`config.mk`:
```
export PLATFORM = sky130hd
export DESIGN_NAME = spfm_serial_port
export DESIGN_NICKNAME = d
export VERILOG_FILES = /design/src/rtl/spfm_pkg.sv /design/src/rtl/spfm_pulse_div.sv /design/src/rtl/spfm_bit_timer.sv /design/src/rtl/spfm_serial_port.sv
export SDC_FILE = /design/constraint.sdc
export NUM_CORES = 1
export LEC_CHECK = 0
export CORE_MARGIN = 2
export CORE_UTILIZATION = 58
export CTS_CLUSTER_SIZE = 30
export DETAILED_ROUTE_END_ITERATION = 10
export DONT_BUFFER_PORTS = 1
export PLACE_DENSITY = 0.76
export RECOVER_POWER = 50
export SLEW_MARGIN = 40
export SYNTH_ARGS = -nofsm -noshare
export SYNTH_HDL_FRONTEND = slang
export SYNTH_SLANG_ARGS = --single-unit
```
`constraint.sdc`:
```
create_clock -name mclk -period 2 [get_ports mclk]
set_input_delay 0.1 -clock mclk [delete_from_list [all_inputs] [get_ports mclk]]
set_output_delay 0.1 -clock mclk [all_outputs]
set_load 0.05 [all_outputs]
```
`src/rtl/spfm_pkg.sv`:
```
package spfm_pkg;

  // special function register addresses
  localparam logic [7:0] SFR_POWER_CTRL  = 8'h87;
  localparam logic [7:0] SFR_SERIAL_CTRL = 8'h98;
  localparam logic [7:0] SFR_SERIAL_BUF  = 8'h99;

  // serial_port_control field positions
  localparam int CTL_MODE_HI     = 7;
  localparam int CTL_MODE_LO     = 6;
  localparam int CTL_FRAME_CHECK = 5;
  localparam int CTL_RX_ENABLE   = 4;
  localparam int CTL_TX_NINTH    = 3;
  localparam int CTL_RX_NINTH    = 2;
  localparam int CTL_TX_DONE     = 1;
  localparam int CTL_RX_DONE     = 0;

  // power_mode_control field positions
  localparam int PWR_BAUD_DOUBLER = 7;

  localparam logic [7:0] SERIAL_CTRL_RST = 8'h00;
  localparam logic [7:0] POWER_CTRL_RST  = 8'h00;
  localparam logic [7:0] SERIAL_BUF_RST  = 8'h00;

  // rate figures as divides of the core clock; TIMER1_BIT_DIV divides timer 1 overflows
  localparam int OVERSAMPLE      = 16;
  localparam int SHIFT_MODE_DIV  = 12;
  localparam int FIXED_SLOW_DIV  = 64;
  localparam int FIXED_FAST_DIV  = 32;
  localparam int TIMER1_BIT_DIV  = 32;
  localparam logic [3:0] SHIFT_HALF_CNT = 4'(SHIFT_MODE_DIV / 2);
  localparam logic [3:0] FIXED_SLOW_CNT = 4'(FIXED_SLOW_DIV / OVERSAMPLE);
  localparam logic [3:0] FIXED_FAST_CNT = 4'(FIXED_FAST_DIV / OVERSAMPLE);
  localparam logic [3:0] TIMER1_SLOW_CNT = 4'(TIMER1_BIT_DIV / OVERSAMPLE);
  localparam logic [3:0] TIMER1_FAST_CNT = 4'h1;

  // bits shifted after the start bit: data plus stop, or data, ninth and stop; shift mode moves eight data bits and no start
  localparam logic [3:0] BITS_UART8 = 4'h9;
  localparam logic [3:0] BITS_UART9 = 4'hA;
  localparam logic [3:0] SHIFT_BITS = 4'h8;

  typedef enum logic [1:0] {
    SPFM_MODE_SHIFT   = 2'b00,
    SPFM_MODE_UART8   = 2'b01,
    SPFM_MODE_UART9_F = 2'b10,
    SPFM_MODE_UART9_V = 2'b11
  } spfm_mode_t;

  typedef enum logic [1:0] {
    SPFM_RX_IDLE  = 2'b00,
    SPFM_RX_START = 2'b01,
    SPFM_RX_DATA  = 2'b10
  } spfm_rx_state_t;

endpackage : spfm_pkg

```
`src/rtl/spfm_pulse_div.sv`:
```
`timescale 1ns/10ps
`default_nettype none
module spfm_pulse_div
  import spfm_pkg::*;
#(
  parameter int W = 4
) (
  input  wire logic         mclk,
  input  wire logic         rst_b,
  input  wire logic         en,
  input  wire logic [W-1:0] divisor,
  output logic              pulse
);

  generate
    if (W < 1) begin : gChk
      $error("spfm_pulse_div: W must be at least 1");
    end
  endgenerate

  typedef struct packed {
    logic [W-1:0] cnt;
    logic         pulse;
  } spfm_div_t;

  spfm_div_t s_q;
  spfm_div_t s_d;

  // a divisor of zero behaves as one
  always_comb begin
    s_d       = s_q;
    s_d.pulse = 1'b0;
    if (en) begin
      if ((s_q.cnt + W'(1)) >= divisor) begin
        s_d.cnt   = '0;
        s_d.pulse = 1'b1;
      end else begin
        s_d.cnt = s_q.cnt + W'(1);
      end
    end
  end

  always_ff @(posedge mclk or negedge rst_b) begin
    if (!rst_b) begin
      s_q <= '0;
    end else begin
      s_q <= s_d;
    end
  end

  assign pulse = s_q.pulse;

endmodule : spfm_pulse_div
`default_nettype wire

```
`src/rtl/spfm_bit_timer.sv`:
```
`timescale 1ns/10ps
`default_nettype none
module spfm_bit_timer
  import spfm_pkg::*;
#(
  parameter int OVS = OVERSAMPLE
) (
  input  wire logic mclk,
  input  wire logic rst_b,
  input  wire logic tick,
  input  wire logic restart,
  output logic      midPulse,
  output logic      endPulse
);

  localparam int CW = $clog2(OVS);

  generate
    if (OVS < 4 || (1 << CW) != OVS) begin : gChk
      $error("spfm_bit_timer: OVS must be a power of two, at least 4");
    end
  endgenerate

  typedef struct packed {
    logic [CW-1:0] cnt;
  } spfm_bt_t;

  spfm_bt_t s_q;
  spfm_bt_t s_d;

  always_comb begin
    s_d = s_q;
    if (restart) begin
      s_d.cnt = '0;
    end else if (tick) begin
      s_d.cnt = s_q.cnt + CW'(1);
    end
  end

  // mid-bit sampling point and bit boundary, both on a tick
  assign midPulse = tick && !restart && (s_q.cnt == CW'(OVS / 2 - 1));
  assign endPulse = tick && !restart && (s_q.cnt == CW'(OVS - 1));

  always_ff @(posedge mclk or negedge rst_b) begin
    if (!rst_b) begin
      s_q <= '0;
    end else begin
      s_q <= s_d;
    end
  end

endmodule : spfm_bit_timer
`default_nettype wire

```
`src/rtl/spfm_serial_port.sv`:
```
//
// Contract
// - both mode bits clear: shift register, clock on txd, core/12, eight bits
// - shift mode: buffer write sends eight bits on data line, lsb first
// - shift mode receive starts when receive enable is 1 and rx done is 0
// - mode 1 frame: start 0, eight data bits lsb first, stop 1
// - variable rates come from timer 1, timer 2 or the dedicated rate timer
// - 8-bit transmit loads stop 1 as ninth bit; tx done when stop appears
// - async receive starts on falling line edge, shifts bits if start valid
// - without enhanced port, accept only while rx done flag is 0
// - 8-bit mode with frame check: accept only if stop bit is 1
// - failed acceptance discards frame, rx done flag is not set
// - accepted 8-bit frame: data to buffer, stop to ninth bit, set rx done
// - mode 2 runs 9-bit at core/64, or core/32 with baud doubler; here dedicated rate enable keeps mode 2 at core/64
// - 9-bit frame: start 0, eight data, ninth bit, stop 1
// - 9-bit transmit waits next rate tick, tx done when stop appears
// - 9-bit with frame check: accept only frames whose ninth bit is 1
// - accepted 9-bit frame: data to buffer, ninth to ninth bit, set rx done
// - mode 3 equals mode 2 but with timer derived rate
// - any write to the serial buffer starts a transmission
// - async receivers react to start bits only while receive enable is 1
// - enhanced port: accept whatever the rx done flag; overwrite sets error, buffer read clears it
// - dedicated rate enable ignores baud doubler and timer 2 selects
//
`timescale 1ns/10ps
`default_nettype none
module spfm_serial_port
  import spfm_pkg::*;
(
  input  wire logic       mclk,
  input  wire logic       rst_b,
  input  wire logic [7:0] sfrAddr,
  input  wire logic       sfrWrEn,
  input  wire logic [7:0] sfrWrData,
  input  wire logic       sfrRdEn,
  output logic      [7:0] sfrRdData,
  input  wire logic       rxdIn,
  output logic            rxdOut,
  output logic            rxdOe,
  output logic            txdOut,
  input  wire logic       timer1Ovf,
  input  wire logic       timer2TxOvf,
  input  wire logic       timer2RxOvf,
  input  wire logic       rateTimerTick,
  input  wire logic       timer2TxRateSelect,
  input  wire logic       timer2RxRateSelect,
  input  wire logic       dedicatedRateGenEnable,
  input  wire logic       enhancedPortEnable,
  output logic            overwriteErr
);

  typedef struct packed {
    logic [7:0]     ctl;
    logic [7:0]     pwr;
    logic [7:0]     rxBuf;
    logic [7:0]     rdData;
    logic           ovrErr;
    logic           txd;
    logic           rxdOut;
    logic           rxdOe;
    logic           txPend;
    logic           txBusy;
    logic [3:0]     txCnt;
    logic [9:0]     txSh;
    spfm_rx_state_t rxState;
    logic [3:0]     rxCnt;
    logic [9:0]     rxSh;
    logic           rxPrev;
    logic           m0Busy;
    logic           m0Rx;
    logic           m0Clk;
    logic [3:0]     m0Cnt;
    logic [7:0]     m0Sh;
  } spfm_state_t;

  spfm_state_t s_q;
  spfm_state_t s_d;

  spfm_mode_t mode;
  logic       nineBit;
  logic       baudDbl;
  logic       m0Tick;
  logic       fixTick;
  logic       t1Tick;
  logic       txTick;
  logic       rxTick;
  logic       txRestart;
  logic       rxRestart;
  logic       txMid;
  logic       txEnd;
  logic       rxMid;
  logic       rxEnd;

  assign mode    = spfm_mode_t'({s_q.ctl[CTL_MODE_HI], s_q.ctl[CTL_MODE_LO]});
  assign nineBit = s_q.ctl[CTL_MODE_HI];
  // the doubler is ignored while the dedicated rate timer is in use
  assign baudDbl = s_q.pwr[PWR_BAUD_DOUBLER] && !dedicatedRateGenEnable;

  // half period of the shift clock
  spfm_pulse_div #(.W(4)) uShiftDiv (
    .mclk    (mclk),
    .rst_b   (rst_b),
    .en      (1'b1),
    .divisor (SHIFT_HALF_CNT),
    .pulse   (m0Tick)
  );

  // oversample tick for the fixed-rate 9-bit mode
  spfm_pulse_div #(.W(4)) uFixedDiv (
    .mclk    (mclk),
    .rst_b   (rst_b),
    .en      (1'b1),
    .divisor (baudDbl ? FIXED_FAST_CNT : FIXED_SLOW_CNT),
    .pulse   (fixTick)
  );

  // timer 1 overflows feed the bit clock at 2^doubler/32 of their rate
  spfm_pulse_div #(.W(4)) uTimer1Div (
    .mclk    (mclk),
    .rst_b   (rst_b),
    .en      (timer1Ovf),
    .divisor (baudDbl ? TIMER1_FAST_CNT : TIMER1_SLOW_CNT),
    .pulse   (t1Tick)
  );

  // rate source for each direction
  always_comb begin
    if (mode == SPFM_MODE_UART9_F) begin
      txTick = fixTick;
      rxTick = fixTick;
    end else if (dedicatedRateGenEnable) begin
      txTick = rateTimerTick;
      rxTick = rateTimerTick;
    end else begin
      txTick = timer2TxRateSelect ? timer2TxOvf : t1Tick;
      rxTick = timer2RxRateSelect ? timer2RxOvf : t1Tick;
    end
  end

  assign txRestart = s_q.txPend && txTick && mode != SPFM_MODE_SHIFT;
  assign rxRestart = (s_q.rxState == SPFM_RX_IDLE) && s_q.rxPrev && !rxdIn;

  spfm_bit_timer #(.OVS(OVERSAMPLE)) uTxTimer (
    .mclk     (mclk),
    .rst_b    (rst_b),
    .tick     (txTick),
    .restart  (txRestart),
    .midPulse (txMid),
    .endPulse (txEnd)
  );

  spfm_bit_timer #(.OVS(OVERSAMPLE)) uRxTimer (
    .mclk     (mclk),
    .rst_b    (rst_b),
    .tick     (rxTick),
    .restart  (rxRestart),
    .midPulse (rxMid),
    .endPulse (rxEnd)
  );

  always_comb begin
    logic [9:0] newSh;
    logic [7:0] rxData;
    logic       rxNinth;
    logic       accept;
    logic [3:0] rxLast;
    newSh   = {rxdIn, s_q.rxSh[9:1]};
    rxData  = 8'h00;
    rxNinth = 1'b0;
    accept  = 1'b0;
    rxLast  = nineBit ? BITS_UART9 : BITS_UART8;
    s_d     = s_q;
    s_d.rxPrev = rxdIn;

    // software writes first; hardware events below override them
    if (sfrWrEn) begin
      if (sfrAddr == SFR_SERIAL_CTRL) begin
        s_d.ctl = sfrWrData;
      end else if (sfrAddr == SFR_POWER_CTRL) begin
        s_d.pwr = sfrWrData;
      end else if (sfrAddr == SFR_SERIAL_BUF) begin
        if (mode == SPFM_MODE_SHIFT) begin
          s_d.m0Busy = 1'b1;
          s_d.m0Rx   = 1'b0;
          s_d.m0Sh   = sfrWrData;
          s_d.m0Cnt  = 4'h0;
          s_d.m0Clk  = 1'b0;
          s_d.rxdOut = sfrWrData[0];
          s_d.rxdOe  = 1'b1;
        end else begin
          s_d.txPend = 1'b1;
          s_d.txBusy = 1'b0;
          // ninth position: stop bit in 8-bit mode, programmable in 9-bit
          s_d.txSh   = {1'b1, nineBit ? s_q.ctl[CTL_TX_NINTH] : 1'b1, sfrWrData};
          s_d.txCnt  = nineBit ? BITS_UART9 : BITS_UART8;
        end
      end
    end

    // register read, answered one cycle later; unmapped reads give zero
    if (sfrRdEn) begin
      if (sfrAddr == SFR_SERIAL_CTRL) begin
        s_d.rdData = s_q.ctl;
      end else if (sfrAddr == SFR_POWER_CTRL) begin
        s_d.rdData = s_q.pwr;
      end else if (sfrAddr == SFR_SERIAL_BUF) begin
        s_d.rdData = s_q.rxBuf;
        s_d.ovrErr = 1'b0;
      end else begin
        s_d.rdData = 8'h00;
      end
    end

    // shift register mode start of reception
    if (mode == SPFM_MODE_SHIFT && !s_d.m0Busy && s_q.ctl[CTL_RX_ENABLE]
        && !s_q.ctl[CTL_RX_DONE]) begin
      s_d.m0Busy = 1'b1;
      s_d.m0Rx   = 1'b1;
      s_d.m0Cnt  = 4'h0;
      s_d.m0Clk  = 1'b0;
      s_d.rxdOe  = 1'b0;
    end

    // shift clock: low half presents data, rising edge samples
    if (s_q.m0Busy && m0Tick && mode == SPFM_MODE_SHIFT) begin
      if (!s_q.m0Clk) begin
        s_d.m0Clk = 1'b1;
        if (s_q.m0Rx) begin
          s_d.m0Sh = {rxdIn, s_q.m0Sh[7:1]};
        end
      end else begin
        s_d.m0Clk = 1'b0;
        s_d.m0Cnt = s_q.m0Cnt + 4'h1;
        if (s_q.m0Cnt == SHIFT_BITS - 4'h1) begin
          s_d.m0Busy = 1'b0;
          s_d.rxdOe  = 1'b0;
          if (s_q.m0Rx) begin
            s_d.rxBuf = s_q.m0Sh;
            s_d.ctl[CTL_RX_DONE] = 1'b1;
          end else begin
            s_d.ctl[CTL_TX_DONE] = 1'b1;
          end
        end else if (!s_q.m0Rx) begin
          s_d.m0Sh   = {1'b0, s_q.m0Sh[7:1]};
          s_d.rxdOut = s_q.m0Sh[1];
        end
      end
    end
    if (mode != SPFM_MODE_SHIFT) begin
      s_d.m0Busy = 1'b0;
      s_d.m0Clk  = 1'b0;
      s_d.rxdOe  = 1'b0;
    end

    // asynchronous transmitter
    if (txRestart) begin
      s_d.txPend = 1'b0;
      s_d.txBusy = 1'b1;
      s_d.txd    = 1'b0;
    end else if (s_q.txBusy && txEnd) begin
      if (s_q.txCnt == 4'h0) begin
        s_d.txBusy = 1'b0;
      end else begin
        s_d.txd   = s_q.txSh[0];
        s_d.txSh  = {1'b1, s_q.txSh[9:1]};
        s_d.txCnt = s_q.txCnt - 4'h1;
        if (s_q.txCnt == 4'h1) begin
          s_d.ctl[CTL_TX_DONE] = 1'b1;
        end
      end
    end
    if (mode == SPFM_MODE_SHIFT) begin
      s_d.txBusy = 1'b0;
      s_d.txPend = 1'b0;
      // next-state busy: the clock parks high at the end, with no extra edge
      s_d.txd    = s_d.m0Busy ? s_d.m0Clk : 1'b1;
    end else if (!s_d.txBusy) begin
      s_d.txd = 1'b1;
    end

    // asynchronous receiver
    case (s_q.rxState)
      SPFM_RX_IDLE: begin
        if (rxRestart && s_q.ctl[CTL_RX_ENABLE] && mode != SPFM_MODE_SHIFT) begin
          s_d.rxState = SPFM_RX_START;
        end
      end
      SPFM_RX_START: begin
        if (rxMid) begin
          if (rxdIn) begin
            s_d.rxState = SPFM_RX_IDLE;
          end else begin
            s_d.rxState = SPFM_RX_DATA;
            s_d.rxCnt   = 4'h0;
          end
        end
      end
      SPFM_RX_DATA: begin
        if (rxMid) begin
          s_d.rxSh  = newSh;
          s_d.rxCnt = s_q.rxCnt + 4'h1;
          if (s_q.rxCnt == rxLast - 4'h1) begin
            s_d.rxState = SPFM_RX_IDLE;
            if (nineBit) begin
              rxData  = newSh[7:0];
              rxNinth = newSh[8];
            end else begin
              rxData  = newSh[8:1];
              rxNinth = newSh[9];
            end
            accept = (enhancedPortEnable || !s_q.ctl[CTL_RX_DONE])
                     && (!s_q.ctl[CTL_FRAME_CHECK] || rxNinth);
            // a refused frame leaves buffer and flags untouched
            if (accept) begin
              s_d.rxBuf = rxData;
              s_d.ctl[CTL_RX_NINTH] = rxNinth;
              s_d.ctl[CTL_RX_DONE]  = 1'b1;
              if (s_q.ctl[CTL_RX_DONE]) begin
                s_d.ovrErr = 1'b1;
              end
            end
          end
        end
      end
      default: begin
        s_d.rxState = SPFM_RX_IDLE;
      end
    endcase
    // leaving the asynchronous modes abandons a frame in progress
    if (mode == SPFM_MODE_SHIFT) begin
      s_d.rxState = SPFM_RX_IDLE;
    end
  end

  always_ff @(posedge mclk or negedge rst_b) begin
    if (!rst_b) begin
      s_q         <= '0;
      s_q.ctl     <= SERIAL_CTRL_RST;
      s_q.pwr     <= POWER_CTRL_RST;
      s_q.rxBuf   <= SERIAL_BUF_RST;
      s_q.txd     <= 1'b1;
      s_q.rxPrev  <= 1'b1;
      s_q.txSh    <= 10'h3FF;
      s_q.rxState <= SPFM_RX_IDLE;
    end else begin
      s_q <= s_d;
    end
  end

  assign sfrRdData    = s_q.rdData;
  assign txdOut       = s_q.txd;
  assign rxdOut       = s_q.rxdOut;
  assign rxdOe        = s_q.rxdOe;
  assign overwriteErr = s_q.ovrErr;

endmodule : spfm_serial_port
`default_nettype wire

```
# == Word level (Yosys, flattened, before mapping) ==
# Index checks and enable logic that the tools add are counted.
# word_totals
ff_bits,107
input_bits,29
elab_cells,234
# classes
n_addsub,9
n_lt_le_gt_ge,3
eq_ne,24
mux,120
bitwise,1
reduce_logical,47
# ops
cell,count
8-bit 2-to-1 mux,18
15-bit 2-to-1 mux,6
18-bit 2-to-1 mux,4
1-bit 2-to-1 mux,58
4-bit 2-to-1 mux,9
16-bit 2-to-1 mux,2
4-bit by 1-bit adder with 4-bit output (second input constant),7
14-bit 2-to-1 mux,2
2-bit 2-to-1 mux,13
8-bit == test (second input constant),3
1-bit logical AND,18
2-bit nonzero test,7
13-bit 2-to-1 mux,1
4-bit AND reduction,3
11-bit 2-to-1 mux,1
3-bit by 1-bit != test with 1-bit output (second input constant),3
3-bit != test (second input constant),3
4-bit by 3-bit == test with 1-bit output (second input constant),2
4-bit by 3-bit != test with 1-bit output (second input constant),2
4-bit case mux with 2 select lines,1
4-bit by 1-bit subtractor with 4-bit output (second input constant),2
1-bit zero test,7
7-bit 2-to-1 mux,1
3-bit 2-to-1 mux,2
other kinds (20),29

# == Depth between registers and ports, before layout ==
# logic_depth
ltp_word,17
depth_mapped,8

# == Modules after synthesis ==
# Synthesis repeated with hierarchy kept, for this count alone.
# hier_totals
cells_unflattened,536
area_unflattened_um2,5793.1
# by_module_without_submodules
module,n_inst,cells_per_inst,area_each_um2
spfm_serial_port,1,397,4241.6
spfm_pulse_div,3,33,352.8
spfm_bit_timer,2,20,246.5

# == Worst setup path after synthesis ==
# Ideal clock, no wire load.
# synth_path
path_kind,reg2reg
startpoint,register s_q (netlist bit mode[1])
endpoint,register s_q[42] in the netlist's numbering
arrival_time_ps,1816
required_time_ps,1918
path_slack_ps,102
path_stages_with_launch,8
cell_sequence,dfrtp_1 -> buf_2 -> o21ai_2 -> o211ai_1 -> or4_1 -> buf_2 -> buf_2 -> a31oi_1
# synth_lines
item,line,rtl
"start, declared",spfm_serial_port.sv:76,spfm_state_t s_q;

==> run summary <==
layout cells sized above 1: 18.0%
Synth Cell Area: 5510 um2
CP startpoint kind: flop
Syn Inst Count: 529
root buf cell: clkbuf_8
R2R Setup Slk: 0.05 ns
syn avg cell area: 10.4 um2
CP Data Arrival Time: 2.21 ns
ys async rst share: 100%
hold buffers post-CTS: 11
Synth cell types: 70
Final Core Density: 66.4%
Final Setup Violations: 0
grt met1 use: 35.5%
width of the die: 101 um
first-pass GRT wire length: 20400 um
Layout area overhead: 11.4%
Top Usage Layer GRT: met2
Seq cells post-synth: 106
Starting Density: 59.6%
Synth Warn #: 0
Fmax: 514 MHz
antenna viol nets, final: 0
failing checks: hold timing
CTS sink cnt: 106
post-synth top area share: 42.7%
worst skew pair latency: 0.38 ns
crit path max fanout: 5
Detailed Route Iter0 Violations: 221
GR Util met2: 41.7%
final slew viol count: 0
gr ovfl total: 0
Post-synth EDFFs: 0
top post-synthesis cells by area: dfrtp_1 (43%), mux2i_1 (8.4%), dfstp_2 (5.7%)
internal cell power: 0.00363 W
Pwr Density: 892 nW/um2
sequential share of power: 52.9%
period utilisation layout: 97.3%
Main synth FF type: dfrtp_1
Avg WL per Cell: 18.3 um
run status: finished, violations left
fin crit period: 1.95 ns
Worst-path clk slew: 0.12 ns
post-route insts no fill: 684
RSZ-0062 raised after global routing: true
io pins: 41
Yosys top cell by area: dfrtp_1
min-delay worst type: input pin to async pin
GPL Wtd Cong: 0.858
diode count: 0
placed inst area: 5740 um2
H-tree depth: 3
Hold Vio Cnt, Final: 106
layout net count: 593
CTS tree: yes
TritonCTS Buffers: 9
final WL: 12500 um
DR DRC count: 0
Seq/Total Area, Yosys: 48.4%
initial antenna violation count: 0
CP Class: flop to flop
Worst Tran Pin Value: 0.657 ns
die footprint: 10300 um2
Leak Pwr: 2.81 nW
worst IR drop on VDD: 487 uV
Register Area: 2670 um2
Comb pwr share: 20.8%
Setup WS post-layout: 0.0540 ns
Worst Reg2Reg Path Length in Cells: 6
placed insts: 656
power share of the clock group: 26.4%
core area: 9240 um2
routing usage on met3: 4.97%
total track usage: 25.5%
row count: 35
number of global-route vias before repair: 4091
critical path required time: 2.26 ns
largest net degree at the start of global routing: 107
worst-case hold slack: -0.587 ns
via count: 4147
DPL Wire Length: 8800 um
Setup Skew: 0.0120 ns
IO buf count: 0
fill cell count: 710
TritonRoute pass-1 iters: 4
number of max-cap violations: 0
Die Y: 101 um
sw power: 0.00185 W
Rel. slew slack: 56.1%
area of the multi-input gates: 2680 um2
DP Worst Slack: 0.0369 ns
clk buf depth: 2
Post-CTS Setup Bufs: 0
average vias per placed instance: 6.06
Crit. End Element: flop
design area: 6140 um2
Sw Share: 33.8%
overall power: 0.00548 W
placed cells by master, fill, tap and decap left out, types with 3 or more instances in the layout:
master	instances
nor3_1	4
a22oi_1	8
nor2b_1	14
clkbuf_8	10
inv_1	15
xor2_1	4
dfstp_2	12
nor3_2	4
a31oi_1	12
or3_1	3
mux2_2	23
mux2i_1	46
or2_2	4
buf_4	22
nand2_1	46
o211ai_1	6
o21ai_0	37
dlygate4sd3_1	11
a21oi_1	25
nand2b_1	9
ha_1	14
xnor2_1	6
dfrtp_1	94
buf_6	3
nand3_1	14
and2_1	5
nor2_1	39
power by group through the flow:
stage                     sequential, W  combinational [W]  clock, W
after floorplan                 0.00278           0.000888         0
after global routing            0.00293            0.00128   0.00155
after CTS                       0.00288            0.00110   0.00146
final                           0.00289            0.00114   0.00144
after global placement          0.00291           0.000987         0
after detailed placement        0.00292            0.00106         0
cells by family (layout without fill, tap and decap cells):
logic type,after synthesis,in the layout,synth area share [%]
AOI/OAI and AO/OA,120,120,14.2
xor gates and xnor gates,10,10,1.59
adders and majority gates,14,14,3.18
buffers and inverters,44,69,3.91
DFF,106,106,48.4
muxes,70,70,13.3
other,1,2,0.0681
and+or+nand+nor,164,164,15.3
per-stage QoR:
stage	hold slack (ns)	setup TNS, ns
2_1_floorplan	-0.196	0
3_3_place_gp	-0.191	0
3_5_place_dp	-0.192	0
4_1_cts	-0.607	0
5_1_grt	-0.621	-0.0743
6_report	-0.587	0
final cells by class:
type                            count  share of cell area, %
Timing Repair Buffer               38                   5.69
Tap cell                          129                   2.63
Multi-Input combinational cell    380                   43.7
Clock inverter                      6                   1.35
Sequential cell                   106                   43.5
Clock buffer                       10                   2.24
Inverter                           15                  0.918
state kept, by name, indices dropped and copies added (netlist names):
name              cells
s_q                  69
sfrRdData             8
uFixedDiv.s_q         4
uRxTimer.s_q          4
uShiftDiv.s_q         4
uTimer1Div.s_q        4
uTxTimer.s_q          4
mode                  2
overwriteErr          1
rxdOe                 1
rxdOut                1
txdOut                1
uFixedDiv.pulse       1
uShiftDiv.pulse       1
uTimer1Div.pulse      1
layer usage:
layer / vias up / wire, um
li1: 1930 / -
met2: 130 / 6120
met1: 2074 / 5580
met5: - / 0
met4: 0 / 119
met3: 13 / 666
final timing paths:
check / from / endpoint
worst max-delay path: uTimer1Div.pulse / s_q[76]
worst min-delay path: rst_b / uFixedDiv.s_q[3]
worst max register to register: uTimer1Div.pulse / s_q[76]
worst min register to register: s_q[41] / s_q[41]
max in group asynchronous: rst_b / s_q[38]
min in group mclk: rxdIn / uRxTimer.s_q[3]
worst max-delay path, stage by stage, from the launching register on:
cell	delay, ns
dfrtp_1	0.39
mux2_2	0.28
o211a_1	0.26
o2111ai_2	0.30
a2111oi_4	0.08
buf_4	0.19
or3_1	0.34
synthesized netlist by cell type (all sizes together), types with 3 or more instances:
cell type	n
a21oi	25
a22oi	8
a31oi	12
and2	5
and3	3
buf	20
clkbuf	9
dfrtp	94
dfstp	12
ha	14
inv	15
mux2	24
mux2i	46
nand2	48
nand2b	9
nand3	14
nor2	39
nor2b	15
nor3	9
o2111ai	3
o211ai	6
o21ai	38
or2	5
or3	4
xnor2	6
xor2	4
repair_timing:
item / CTS / global route
hold endpoints to repair: 156 / 106
cloned: 0 / 1
resized for setup: 1 / 14
setup endpoints to repair: 1 / 23
Power figures use the tool's default switching activity.
